## src/core/lpsw_pkg.sv

```systemverilog
// package: constants, register map and types of the low-power supervisor wakeup control
package lpsw_pkg;

    // clock and timing
    localparam int CLK_MHZ            = 40;
    localparam int T_SLOW_WAKE_US     = 150;
    localparam int T_FAST_WAKE_US     = 2;
    localparam int T_OVERSHOOT_US     = 6;
    localparam int T_FULL_SETTLE_US   = 2;
    localparam int T_NORM_SETTLE_US   = 150;
    localparam int T_ENTRY_HAZARD_US  = 1;
    localparam int SLOW_WAKE_CYC      = T_SLOW_WAKE_US * CLK_MHZ;
    localparam int FAST_WAKE_CYC      = T_FAST_WAKE_US * CLK_MHZ;
    localparam int OVERSHOOT_CYC      = T_OVERSHOOT_US * CLK_MHZ;
    localparam int FULL_SETTLE_CYC    = T_FULL_SETTLE_US * CLK_MHZ;
    localparam int NORM_SETTLE_CYC    = T_NORM_SETTLE_US * CLK_MHZ;
    localparam int HAZARD_CYC         = T_ENTRY_HAZARD_US * CLK_MHZ;
    localparam int CNT_W              = 13;

    // core-level dependent oscillator limits in MHz (levels 0..3)
    localparam logic [7:0] LIM_L0_MHZ = 8'h05;
    localparam logic [7:0] LIM_L1_MHZ = 8'h08;
    localparam logic [7:0] LIM_L2_MHZ = 8'h0a;
    localparam logic [7:0] LIM_L3_MHZ = 8'h0d;

    // register offsets
    localparam logic [3:0] ADDR_CORE_CTL  = 4'h0;
    localparam logic [3:0] ADDR_HIGH_CTL  = 4'h1;
    localparam logic [3:0] ADDR_FLAGS     = 4'h2;
    localparam logic [3:0] ADDR_STATUS    = 4'h3;
    localparam logic [3:0] ADDR_MASK      = 4'h4;
    localparam logic [3:0] ADDR_CLK_CFG   = 4'h5;
    localparam logic [3:0] ADDR_STATE     = 4'h6;

    // supervisor control field positions (same for both sides)
    localparam int F_SUP_EN     = 0;
    localparam int F_SUP_KEEP   = 1;
    localparam int F_SUP_FP     = 2;
    localparam int F_MON_EN     = 3;
    localparam int F_MON_FP     = 4;
    localparam int F_AUTO       = 5;
    localparam int CTL_W        = 6;
    localparam logic [5:0] CTL_RESET = 6'h09;

    // status/event bit positions
    localparam int EV_WAKE_DONE = 0;
    localparam int EV_CORE_DLY  = 1;
    localparam int EV_HIGH_DLY  = 2;
    localparam int EV_MISSED    = 3;
    localparam int EV_LEVEL_RST = 4;
    localparam int EV_W         = 5;

    // supervisor operating state
    typedef enum logic [1:0] {
        LPSW_OFF  = 2'h0,
        LPSW_NORM = 2'h1,
        LPSW_FULL = 2'h2
    } lpsw_sup_t;

    // one supervisor/monitor pair configuration
    typedef struct packed {
        logic auto_ctl;
        logic mon_fp;
        logic mon_en;
        logic sup_fp;
        logic sup_keep;
        logic sup_en;
    } lpsw_ctl_t;

    // resolved states of one side
    typedef struct packed {
        lpsw_sup_t sup_act;
        lpsw_sup_t sup_deep;
        lpsw_sup_t mon_act;
        lpsw_sup_t mon_deep;
    } lpsw_side_t;

endpackage : lpsw_pkg

```

## src/core/lpsw_side_state.sv

```systemverilog
// supervisor and monitor state decode for one supply side
`timescale 1ns/1ps
`default_nettype none
module lpsw_side_state
    import lpsw_pkg::*;
(
    input  wire lpsw_ctl_t  ctl,
    output var lpsw_side_t  st
);
    // active-mode and deep-sleep state of supervisor and monitor
    always_comb
    begin
        st.sup_act  = !ctl.sup_en ? LPSW_OFF : (ctl.sup_fp ? LPSW_FULL : LPSW_NORM);
        st.mon_act  = !ctl.mon_en ? LPSW_OFF : (ctl.mon_fp ? LPSW_FULL : LPSW_NORM);
        st.sup_deep = LPSW_OFF;
        if (ctl.sup_en && ctl.sup_keep)
        begin
            if (!ctl.auto_ctl)
                st.sup_deep = st.sup_act;
            else if (ctl.sup_fp)
                st.sup_deep = LPSW_NORM;
        end
        // monitor has no keep bit: manual keeps its state, auto demotes full to normal
        st.mon_deep = LPSW_OFF;
        if (ctl.mon_en)
        begin
            if (!ctl.auto_ctl)
                st.mon_deep = st.mon_act;
            else if (ctl.mon_fp)
                st.mon_deep = LPSW_NORM;
        end
    end
endmodule : lpsw_side_state
`default_nettype wire

```

## src/core/lpsw_timer.sv

```systemverilog
// down-counting timer that holds a busy level while loaded
`timescale 1ns/1ps
`default_nettype none
module lpsw_timer
    import lpsw_pkg::*;
(
    input  wire logic               clk_sys,
    input  wire logic               rst_b,
    input  wire logic               load,
    input  wire logic [CNT_W-1:0]   count,
    output logic                    busy,
    output logic                    done
);
    logic [CNT_W-1:0] remain;

    // count down, done pulses on reaching zero
    always_ff @(posedge clk_sys or negedge rst_b)
    begin
        if (!rst_b)
        begin
            remain <= '0;
            done   <= 1'b0;
        end
        else
        begin
            done <= 1'b0;
            if (load)
                remain <= count;
            else if (remain != '0)
            begin
                remain <= remain - 1'b1;
                done   <= (remain == CNT_W'(1));
            end
        end
    end

    assign busy = (remain != '0);
endmodule : lpsw_timer
`default_nettype wire

```

## src/core/lpsw_ctrl.sv

```systemverilog
// low-power supervisor wakeup control: supervisor states, wakeup hold-off and delay flags
//
// Design decisions made here: the placing of the registers and the plain strobed port.
`timescale 1ns/1ps
`default_nettype none
module lpsw_ctrl
    import lpsw_pkg::*;
(
    input  wire logic           clk_sys,
    input  wire logic           rst_b,
    input  wire logic [3:0]     reg_addr,
    input  wire logic [15:0]    reg_wdata,
    input  wire logic           reg_wr,
    input  wire logic           reg_rd,
    output logic [15:0]         reg_rdata,
    input  wire logic           sleep_enter,
    input  wire logic           sleep_deep,
    input  wire logic           wake_irq,
    input  wire logic           level_raise,
    output logic                cpu_hold,
    output logic                overshoot,
    output logic                subsystem_clock_fast,
    output logic                in_deep_sleep,
    output var lpsw_side_t      core_state,
    output var lpsw_side_t      high_state,
    output logic                level_reset,
    output logic                irq
);

    ////////////////////////////////////////////////////////////////////////////
    // registers and decode

    lpsw_ctl_t          core_side_control_reg;
    lpsw_ctl_t          high_side_control_reg;
    logic [EV_W-1:0]    status;
    logic [EV_W-1:0]    mask;
    logic [1:0]         core_level;
    logic               osc_main;
    logic [7:0]         osc_mhz;
    logic [EV_W-1:0]    events;
    logic               core_side_delay_flag;
    logic               high_side_delay_flag;
    logic               wr_core;
    logic               wr_high;
    logic               wr_status;

    assign wr_core   = reg_wr && (reg_addr == ADDR_CORE_CTL);
    assign wr_high   = reg_wr && (reg_addr == ADDR_HIGH_CTL);
    assign wr_status = reg_wr && (reg_addr == ADDR_STATUS);

    // supervisor control registers
    always_ff @(posedge clk_sys or negedge rst_b)
    begin
        if (!rst_b)
        begin
            core_side_control_reg <= lpsw_ctl_t'(CTL_RESET);
            high_side_control_reg <= lpsw_ctl_t'(CTL_RESET);
        end
        else
        begin
            if (wr_core)
                core_side_control_reg <= lpsw_ctl_t'(reg_wdata[CTL_W-1:0]);
            if (wr_high)
                high_side_control_reg <= lpsw_ctl_t'(reg_wdata[CTL_W-1:0]);
        end
    end

    // clock configuration: core level, main clock source, oscillator rate; interrupt mask
    always_ff @(posedge clk_sys or negedge rst_b)
    begin
        if (!rst_b)
        begin
            core_level <= 2'h0;
            osc_main   <= 1'b1;
            osc_mhz    <= 8'h01;
            mask       <= '0;
        end
        else if (reg_wr)
        begin
            if (reg_addr == ADDR_CLK_CFG)
            begin
                osc_mhz    <= reg_wdata[7:0];
                core_level <= reg_wdata[9:8];
                osc_main   <= reg_wdata[10];
            end
            if (reg_addr == ADDR_MASK)
                mask <= reg_wdata[EV_W-1:0];
        end
    end

    ////////////////////////////////////////////////////////////////////////////
    // supervisor state decode

    lpsw_side_state u_core_side
    (
        .ctl (core_side_control_reg),
        .st  (core_state)
    );

    lpsw_side_state u_high_side
    (
        .ctl (high_side_control_reg),
        .st  (high_state)
    );

    logic       wake_fast;
    logic       osc_over_limit;
    logic [7:0] level_limit;
    logic       hazard_cfg;

    // fast when either core supervisor or monitor is off or in full performance
    assign wake_fast = (core_state.sup_act != LPSW_NORM)
                    || (core_state.mon_act != LPSW_NORM);

    // per-level oscillator limit
    always_comb
    begin
        case (core_level)
            2'h0:    level_limit = LIM_L0_MHZ;
            2'h1:    level_limit = LIM_L1_MHZ;
            2'h2:    level_limit = LIM_L2_MHZ;
            default: level_limit = LIM_L3_MHZ;
        endcase
    end

    assign osc_over_limit = osc_main && (osc_mhz > level_limit);

    // high side goes from normal to off on deep entry under fast wakeup
    assign hazard_cfg = wake_fast
        && (((high_state.sup_act == LPSW_NORM) && (high_state.sup_deep == LPSW_OFF))
         || ((high_state.mon_act == LPSW_NORM) && (high_state.mon_deep == LPSW_OFF)));

    ////////////////////////////////////////////////////////////////////////////
    // delay flags after control writes

    logic core_dly_done;
    logic high_dly_done;
    logic [CNT_W-1:0] core_settle;
    logic [CNT_W-1:0] high_settle;

    // settling time follows the newly written performance bit
    assign core_settle = reg_wdata[F_SUP_FP] ? CNT_W'(FULL_SETTLE_CYC)
                                             : CNT_W'(NORM_SETTLE_CYC);
    assign high_settle = core_settle;

    lpsw_timer u_core_dly
    (
        .clk_sys (clk_sys),
        .rst_b   (rst_b),
        .load    (wr_core),
        .count   (core_settle),
        .busy    (core_side_delay_flag),
        .done    (core_dly_done)
    );

    lpsw_timer u_high_dly
    (
        .clk_sys (clk_sys),
        .rst_b   (rst_b),
        .load    (wr_high),
        .count   (high_settle),
        .busy    (high_side_delay_flag),
        .done    (high_dly_done)
    );

    // raising the level while the core supervisor is in full performance resets
    assign level_reset = level_raise && (core_state.sup_act == LPSW_FULL);

    ////////////////////////////////////////////////////////////////////////////
    // sleep and wakeup sequencer

    typedef enum logic [3:0] {
        LPSW_S_RUN   = 4'b0001,
        LPSW_S_SLEEP = 4'b0010,
        LPSW_S_LOST  = 4'b0100,
        LPSW_S_HOLD  = 4'b1000
    } lpsw_seq_t;

    lpsw_seq_t          seq;
    lpsw_seq_t          next_seq;
    logic [CNT_W-1:0]   entry_cnt;
    logic               entry_window;
    logic               was_deep;
    logic               hold_load;
    logic [CNT_W-1:0]   hold_cnt;
    logic               hold_busy;
    logic               hold_done;
    logic               os_busy;
    logic               miss;

    assign entry_window = (entry_cnt != '0);
    // a wake inside the entry window is lost only from deep sleep with the hazard set
    assign miss = (seq == LPSW_S_SLEEP) && was_deep && wake_irq && entry_window
               && hazard_cfg;

    // next state
    always_comb
    begin
        next_seq = seq;
        case (seq)
            LPSW_S_RUN:
                if (sleep_enter)
                    next_seq = LPSW_S_SLEEP;
            LPSW_S_SLEEP:
                if (miss)
                    next_seq = LPSW_S_LOST;
                else if (wake_irq)
                    next_seq = LPSW_S_HOLD;
            LPSW_S_LOST:
                next_seq = LPSW_S_LOST; // only reset recovers
            LPSW_S_HOLD:
                if (!hold_busy && !hold_load)
                    next_seq = LPSW_S_RUN;
            default:
                next_seq = LPSW_S_RUN;
        endcase
    end

    // state register
    always_ff @(posedge clk_sys or negedge rst_b)
    begin
        if (!rst_b)
            seq <= LPSW_S_RUN;
        else
            seq <= next_seq;
    end

    // entry window counter and deep flag
    always_ff @(posedge clk_sys or negedge rst_b)
    begin
        if (!rst_b)
        begin
            entry_cnt <= '0;
            was_deep  <= 1'b0;
        end
        else if ((seq == LPSW_S_RUN) && sleep_enter)
        begin
            entry_cnt <= CNT_W'(HAZARD_CYC);
            was_deep  <= sleep_deep;
        end
        else if (entry_window)
            entry_cnt <= entry_cnt - 1'b1;
    end

    // hold-off length picked on wakeup
    assign hold_load = (seq == LPSW_S_SLEEP) && wake_irq && !miss;
    always_comb
    begin
        if (!was_deep)
            hold_cnt = CNT_W'(1);
        else if (!wake_fast)
            hold_cnt = CNT_W'(SLOW_WAKE_CYC);
        else if (osc_over_limit)
            hold_cnt = CNT_W'(FAST_WAKE_CYC);
        else
            hold_cnt = CNT_W'(SLOW_WAKE_CYC);
    end

    lpsw_timer u_hold
    (
        .clk_sys (clk_sys),
        .rst_b   (rst_b),
        .load    (hold_load),
        .count   (hold_cnt),
        .busy    (hold_busy),
        .done    (hold_done)
    );

    lpsw_timer u_overshoot
    (
        .clk_sys (clk_sys),
        .rst_b   (rst_b),
        .load    (hold_load && was_deep),
        .count   (CNT_W'(OVERSHOOT_CYC)),
        .busy    (os_busy),
        .done    ()
    );

    // cpu held while asleep, lost, or inside the hold-off
    assign cpu_hold             = (seq != LPSW_S_RUN);
    assign overshoot            = os_busy;
    assign subsystem_clock_fast = os_busy && osc_main;
    assign in_deep_sleep        = (seq == LPSW_S_SLEEP) && was_deep;

    ////////////////////////////////////////////////////////////////////////////
    // interrupt status

    assign events = {level_reset, miss, high_dly_done, core_dly_done, hold_done};

    // sticky status, set wins over write-one-to-clear
    always_ff @(posedge clk_sys or negedge rst_b)
    begin
        if (!rst_b)
            status <= '0;
        else if (wr_status)
            status <= (status & ~reg_wdata[EV_W-1:0]) | events;
        else
            status <= status | events;
    end

    assign irq = |(status & mask);

    ////////////////////////////////////////////////////////////////////////////
    // read port

    always_ff @(posedge clk_sys or negedge rst_b)
    begin
        if (!rst_b)
            reg_rdata <= 16'h0000;
        else if (reg_rd)
        begin
            case (reg_addr)
                ADDR_CORE_CTL: reg_rdata <= 16'(core_side_control_reg);
                ADDR_HIGH_CTL: reg_rdata <= 16'(high_side_control_reg);
                ADDR_FLAGS:    reg_rdata <= {14'h0, high_side_delay_flag,
                                             core_side_delay_flag};
                ADDR_STATUS:   reg_rdata <= 16'(status);
                ADDR_MASK:     reg_rdata <= 16'(mask);
                ADDR_CLK_CFG:  reg_rdata <= {5'h00, osc_main, core_level, osc_mhz};
                ADDR_STATE:    reg_rdata <= {10'h000, hazard_cfg, wake_fast, seq};
                default:       reg_rdata <= 16'h0000;
            endcase
        end
        else
            reg_rdata <= 16'h0000;
    end

endmodule : lpsw_ctrl
`default_nettype wire

```

## config.mk

```make
export PLATFORM = sky130hd
export DESIGN_NAME = lpsw_ctrl
export DESIGN_NICKNAME = d
export VERILOG_FILES = /design/src/core/lpsw_pkg.sv /design/src/core/lpsw_side_state.sv /design/src/core/lpsw_timer.sv /design/src/core/lpsw_ctrl.sv
export SDC_FILE = /design/constraint.sdc
export NUM_CORES = 1
export LEC_CHECK = 0
export BUFFER_PORTS_ARGS = -buffer_cell sky130_fd_sc_hd__buf_4
export CORE_AREA = 2 2 112 114
export CTS_CLUSTER_DIAMETER = 80
export DETAILED_ROUTE_END_ITERATION = 8
export DIE_AREA = 0 0 114 116
export GPL_TIMING_DRIVEN = 0
export HOLD_SLACK_MARGIN = 0.02
export PLACE_DENSITY = 0.74
export SLEW_MARGIN = 20
export SYNTH_ARGS = -nofsm -noshare
export SYNTH_HDL_FRONTEND = slang
export SYNTH_SLANG_ARGS = --single-unit
```

## constraint.sdc

```tcl
create_clock -name clk_sys -period 5.06 [get_ports clk_sys]
set_clock_uncertainty 0.2 [all_clocks]
set_input_delay 0.253 -clock clk_sys [delete_from_list [all_inputs] [get_ports clk_sys]]
set_output_delay 0.253 -clock clk_sys [all_outputs]
set_load 0.02 [all_outputs]
```

==> out/qor.txt <==
die width - 114 um
worst vdd ir - 0.000275 V
Critical Path Sink Type - output pin
crit-path most repeated cell - nor4_4
Setup CP Type - reg -> out
worst skew pair latency - 0.41 ns
CTS tree - done
top-count cell post-synth - dfrtp_1
H-tree depth - 4
Final Hold Viols - 0
CTS buffer count - 17
reg2reg start - core_level[0]$_DFFE_PN0P_
fillers - 943
initial antenna violation count - 0
Worst Setup SP - u_overshoot.remain[4]$_DFFE_PN0P_
CP startpoint kind - flop
ratio of cells with drive above 1 in the final layout - 0.218
metal3 WL - 786 um
Critical Path AT - 2.21 ns
Hold WC Path Type - in -> reg
Post-CTS Resized - 0
Port Buffers - 52
Synth top cells by count - dfrtp_1 (110), nor2_1 (68), nand2_1 (63), a21oi_1 (28), xnor2_1 (28)
met2 WL - 7380 um
first-pass GRT wire length - 25,500 um
starting density of the core - 0.543
total clock sinks - 117
P_leak - 3.46 nW
area delta synth->final - 21.9%
final setup fails - 0
CP Depth - 7
nets - 776
CP max-delay cell - dfrtp_1
Avg Cell Area, Syn - 10.1 um2
met1 wire length - 6640 um
pwr dens - 519 nW/um2
Util after Layout - 0.662
final worst path period need - 2.66 ns
Yosys warnings - 0
sequential area share after synthesis - 0.454
largest net degree at the start of global routing - 70
ANT nets after route - 0
most used flip-flop cell after synthesis - dfrtp_1
First DRT Iteration DRCs - 421
Worst R2R End - u_hold.remain[9]$_DFFE_PN0P_
dominant cells by area after synthesis - dfrtp_1 (43%), nor2_1 (3.9%), xnor2_1 (3.8%)
HPWL after DPL - 10,300 um
unrepaired setup endpoints after global routing - no
cell family with most CP delay - simple AND/OR/NAND/NOR gates
Yosys top cell area share - 0.425
worst-margin pin slew - 0.638 ns
Clock transition at path regs - 0.06 ns
wire length per cell - 16.9 um
cell area after synthesis - 6470 um2
number of iterations in the first detailed-routing pass - 5
worst reg-to-reg path cell count - 9
IO Count - 66
Avg Vias per Cell - 5.84
max_cap viols - 0
crit path to - subsystem_clock_fast
fin area - 7890 um2
Slew Viols, Final - 0
DRC Markers - 0
Worst R2R Setup Slack - 2.60 ns
Max clock buf depth - 2
CP bufs+invs - 3
grt ovf - 0
placed inst area - 7090 um2
Fmax - 376 MHz
Mapped Cells - 638
vias - 5,201
CORE AREA - 11,900 um2
Core Rows - 40
Root Buffer Master - clkbuf_16
critical path peak fanout - 10
number of diodes - 0
die area - 13,200 um2
Max Used Layer - met4
DIE HEIGHT - 116 um
Synth Register Bits - 117
Crit path largest cell delay - 0.43 ns
outcome - complete, no violations
worst path cell trace - nor4_4 -> nand2_2 -> nor4_4 -> buf_6 -> inv_2 -> and2_1 -> buf_4
number of global-route vias before repair - 5,208
Yosys cell types - 79
total wire length - 15,100 um
RD Place Congestion - 0.889
ys async rst share - 1.00
Post-synth EDFFs - 0
Critical Path RT - 4.61 ns
Total Routing Usage GR - 0.246
period utilisation layout - 0.525
cell taking the most area after synthesis - dfrtp_1
Worst slew margin - 0.573
final setup TNS - 0 ns
==> layer usage <==
layer	vias up	GRT usage
met3	34	0.0622
met4	0	0.0764
met2	171	0.399
li1	2450	-
met5	-	0
met1	2546	0.327
==> layout make-up <==
class | instances | area, um2 | share of cell area
Sequential cell | 117 | 2940 | 0.372
Clock inverter | 11 | 150 | 0.0190
Tap cell | 147 | 184 | 0.0233
Timing Repair Buffer | 71 | 602 | 0.0763
Clock buffer | 20 | 467 | 0.0592
Multi-Input combinational cell | 473 | 3270 | 0.414
Inverter | 22 | 82.6 | 0.0105
Buffer | 30 | 199 | 0.0252
==> worst min path at each step <==
stage / start / endpoint / cells after the start
after CTS: reg_wr / osc_mhz[7]$_DFFE_PN0P_ / 3
after floorplan: rst_b / core_level[0]$_DFFE_PN0P_ / 0
final: reg_wr / osc_mhz[7]$_DFFE_PN0P_ / 3
after global placement: u_high_dly.done$_DFF_PN0_ / status[2]$_DFF_PN0_ / 1
after global routing: reg_wr / osc_mhz[7]$_DFFE_PN0P_ / 3
after detailed placement: rst_b / u_overshoot.remain[10]$_DFFE_PN0P_ / 1
==> timing repair <==
action,CTS,global route
hold buffers,18,0
setup buffers,0,0
hold endpoints to repair,87,0
endpoints found under the setup margin,0,0
==> tightest hold or removal path, cell delays in order <==
cell and delay, ns:
buf_4 0.13, nand2_1 0.09, mux2_2 0.15
==> metrics by stage <==
| step | hold WS (ns) | worst slack (ns) | power, W | cells |
|---|---|---|---|---|
| 6_report | 0.0487 | 2.40 | 0.00409 | 891 |
| 5_1_grt | 0.0454 | 2.24 | 0.00435 | 891 |
| 4_1_cts | 0.0346 | 2.36 | 0.00410 | 891 |
| 3_5_place_dp | 0.0265 | 2.62 | 0.00282 | 842 |
| 3_3_place_gp | 0.211 | 2.70 | 0.00275 | 841 |
| 2_1_floorplan | -0.243 | 2.86 | 0.00247 | 642 |
==> power by group <==
part / total (W) / internal [W] / switching [W] / leakage, nW
sequential: 0.00160 / 0.00124 / 0.000363 / 1.45
clock: 0.00125 / 0.000812 / 0.000435 / 0.298
combinational: 0.00124 / 0.000592 / 0.000650 / 1.72
total: 0.00409 / 0.00264 / 0.00145 / 3.46
==> cell families (layout without fill, tap and decap cells) <==
logic type,Yosys count,after routing,synth area share
multiplexers,22,22,0.0377
AO/OA/AOI/OAI,105,105,0.123
AND/OR/NAND/NOR,280,280,0.250
XOR/XNOR,45,45,0.0609
buffers and inverters,52,154,0.0435
other,1,5,0.000579
flip-flops,117,117,0.454
adder cells (fa/ha/maj),16,16,0.0309
==> cells in the final DEF, fill, tap and decap left out, types with 10 or more instances in the layout <==
| cell type | netlist | final |
|---|---|---|
| xor2_1 | 17 | 17 |
| a21oi_1 | 28 | 28 |
| mux2_2 | 19 | 19 |
| dlygate4sd3_1 | 0 | 18 |
| nand4_1 | 12 | 12 |
| clkbuf_16 | 0 | 17 |
| nor2b_1 | 11 | 11 |
| nand2_1 | 63 | 63 |
| nor2_1 | 68 | 68 |
| buf_4 | 7 | 58 |
| clkbuf_1 | 10 | 10 |
| inv_1 | 21 | 21 |
| dfrtp_1 | 110 | 110 |
| and2_1 | 11 | 11 |
| ha_1 | 16 | 16 |
| nand3_1 | 14 | 14 |
| nor3_1 | 14 | 14 |
| xnor2_1 | 28 | 28 |
No activity file was read; power rests on OpenSTA's default activity.
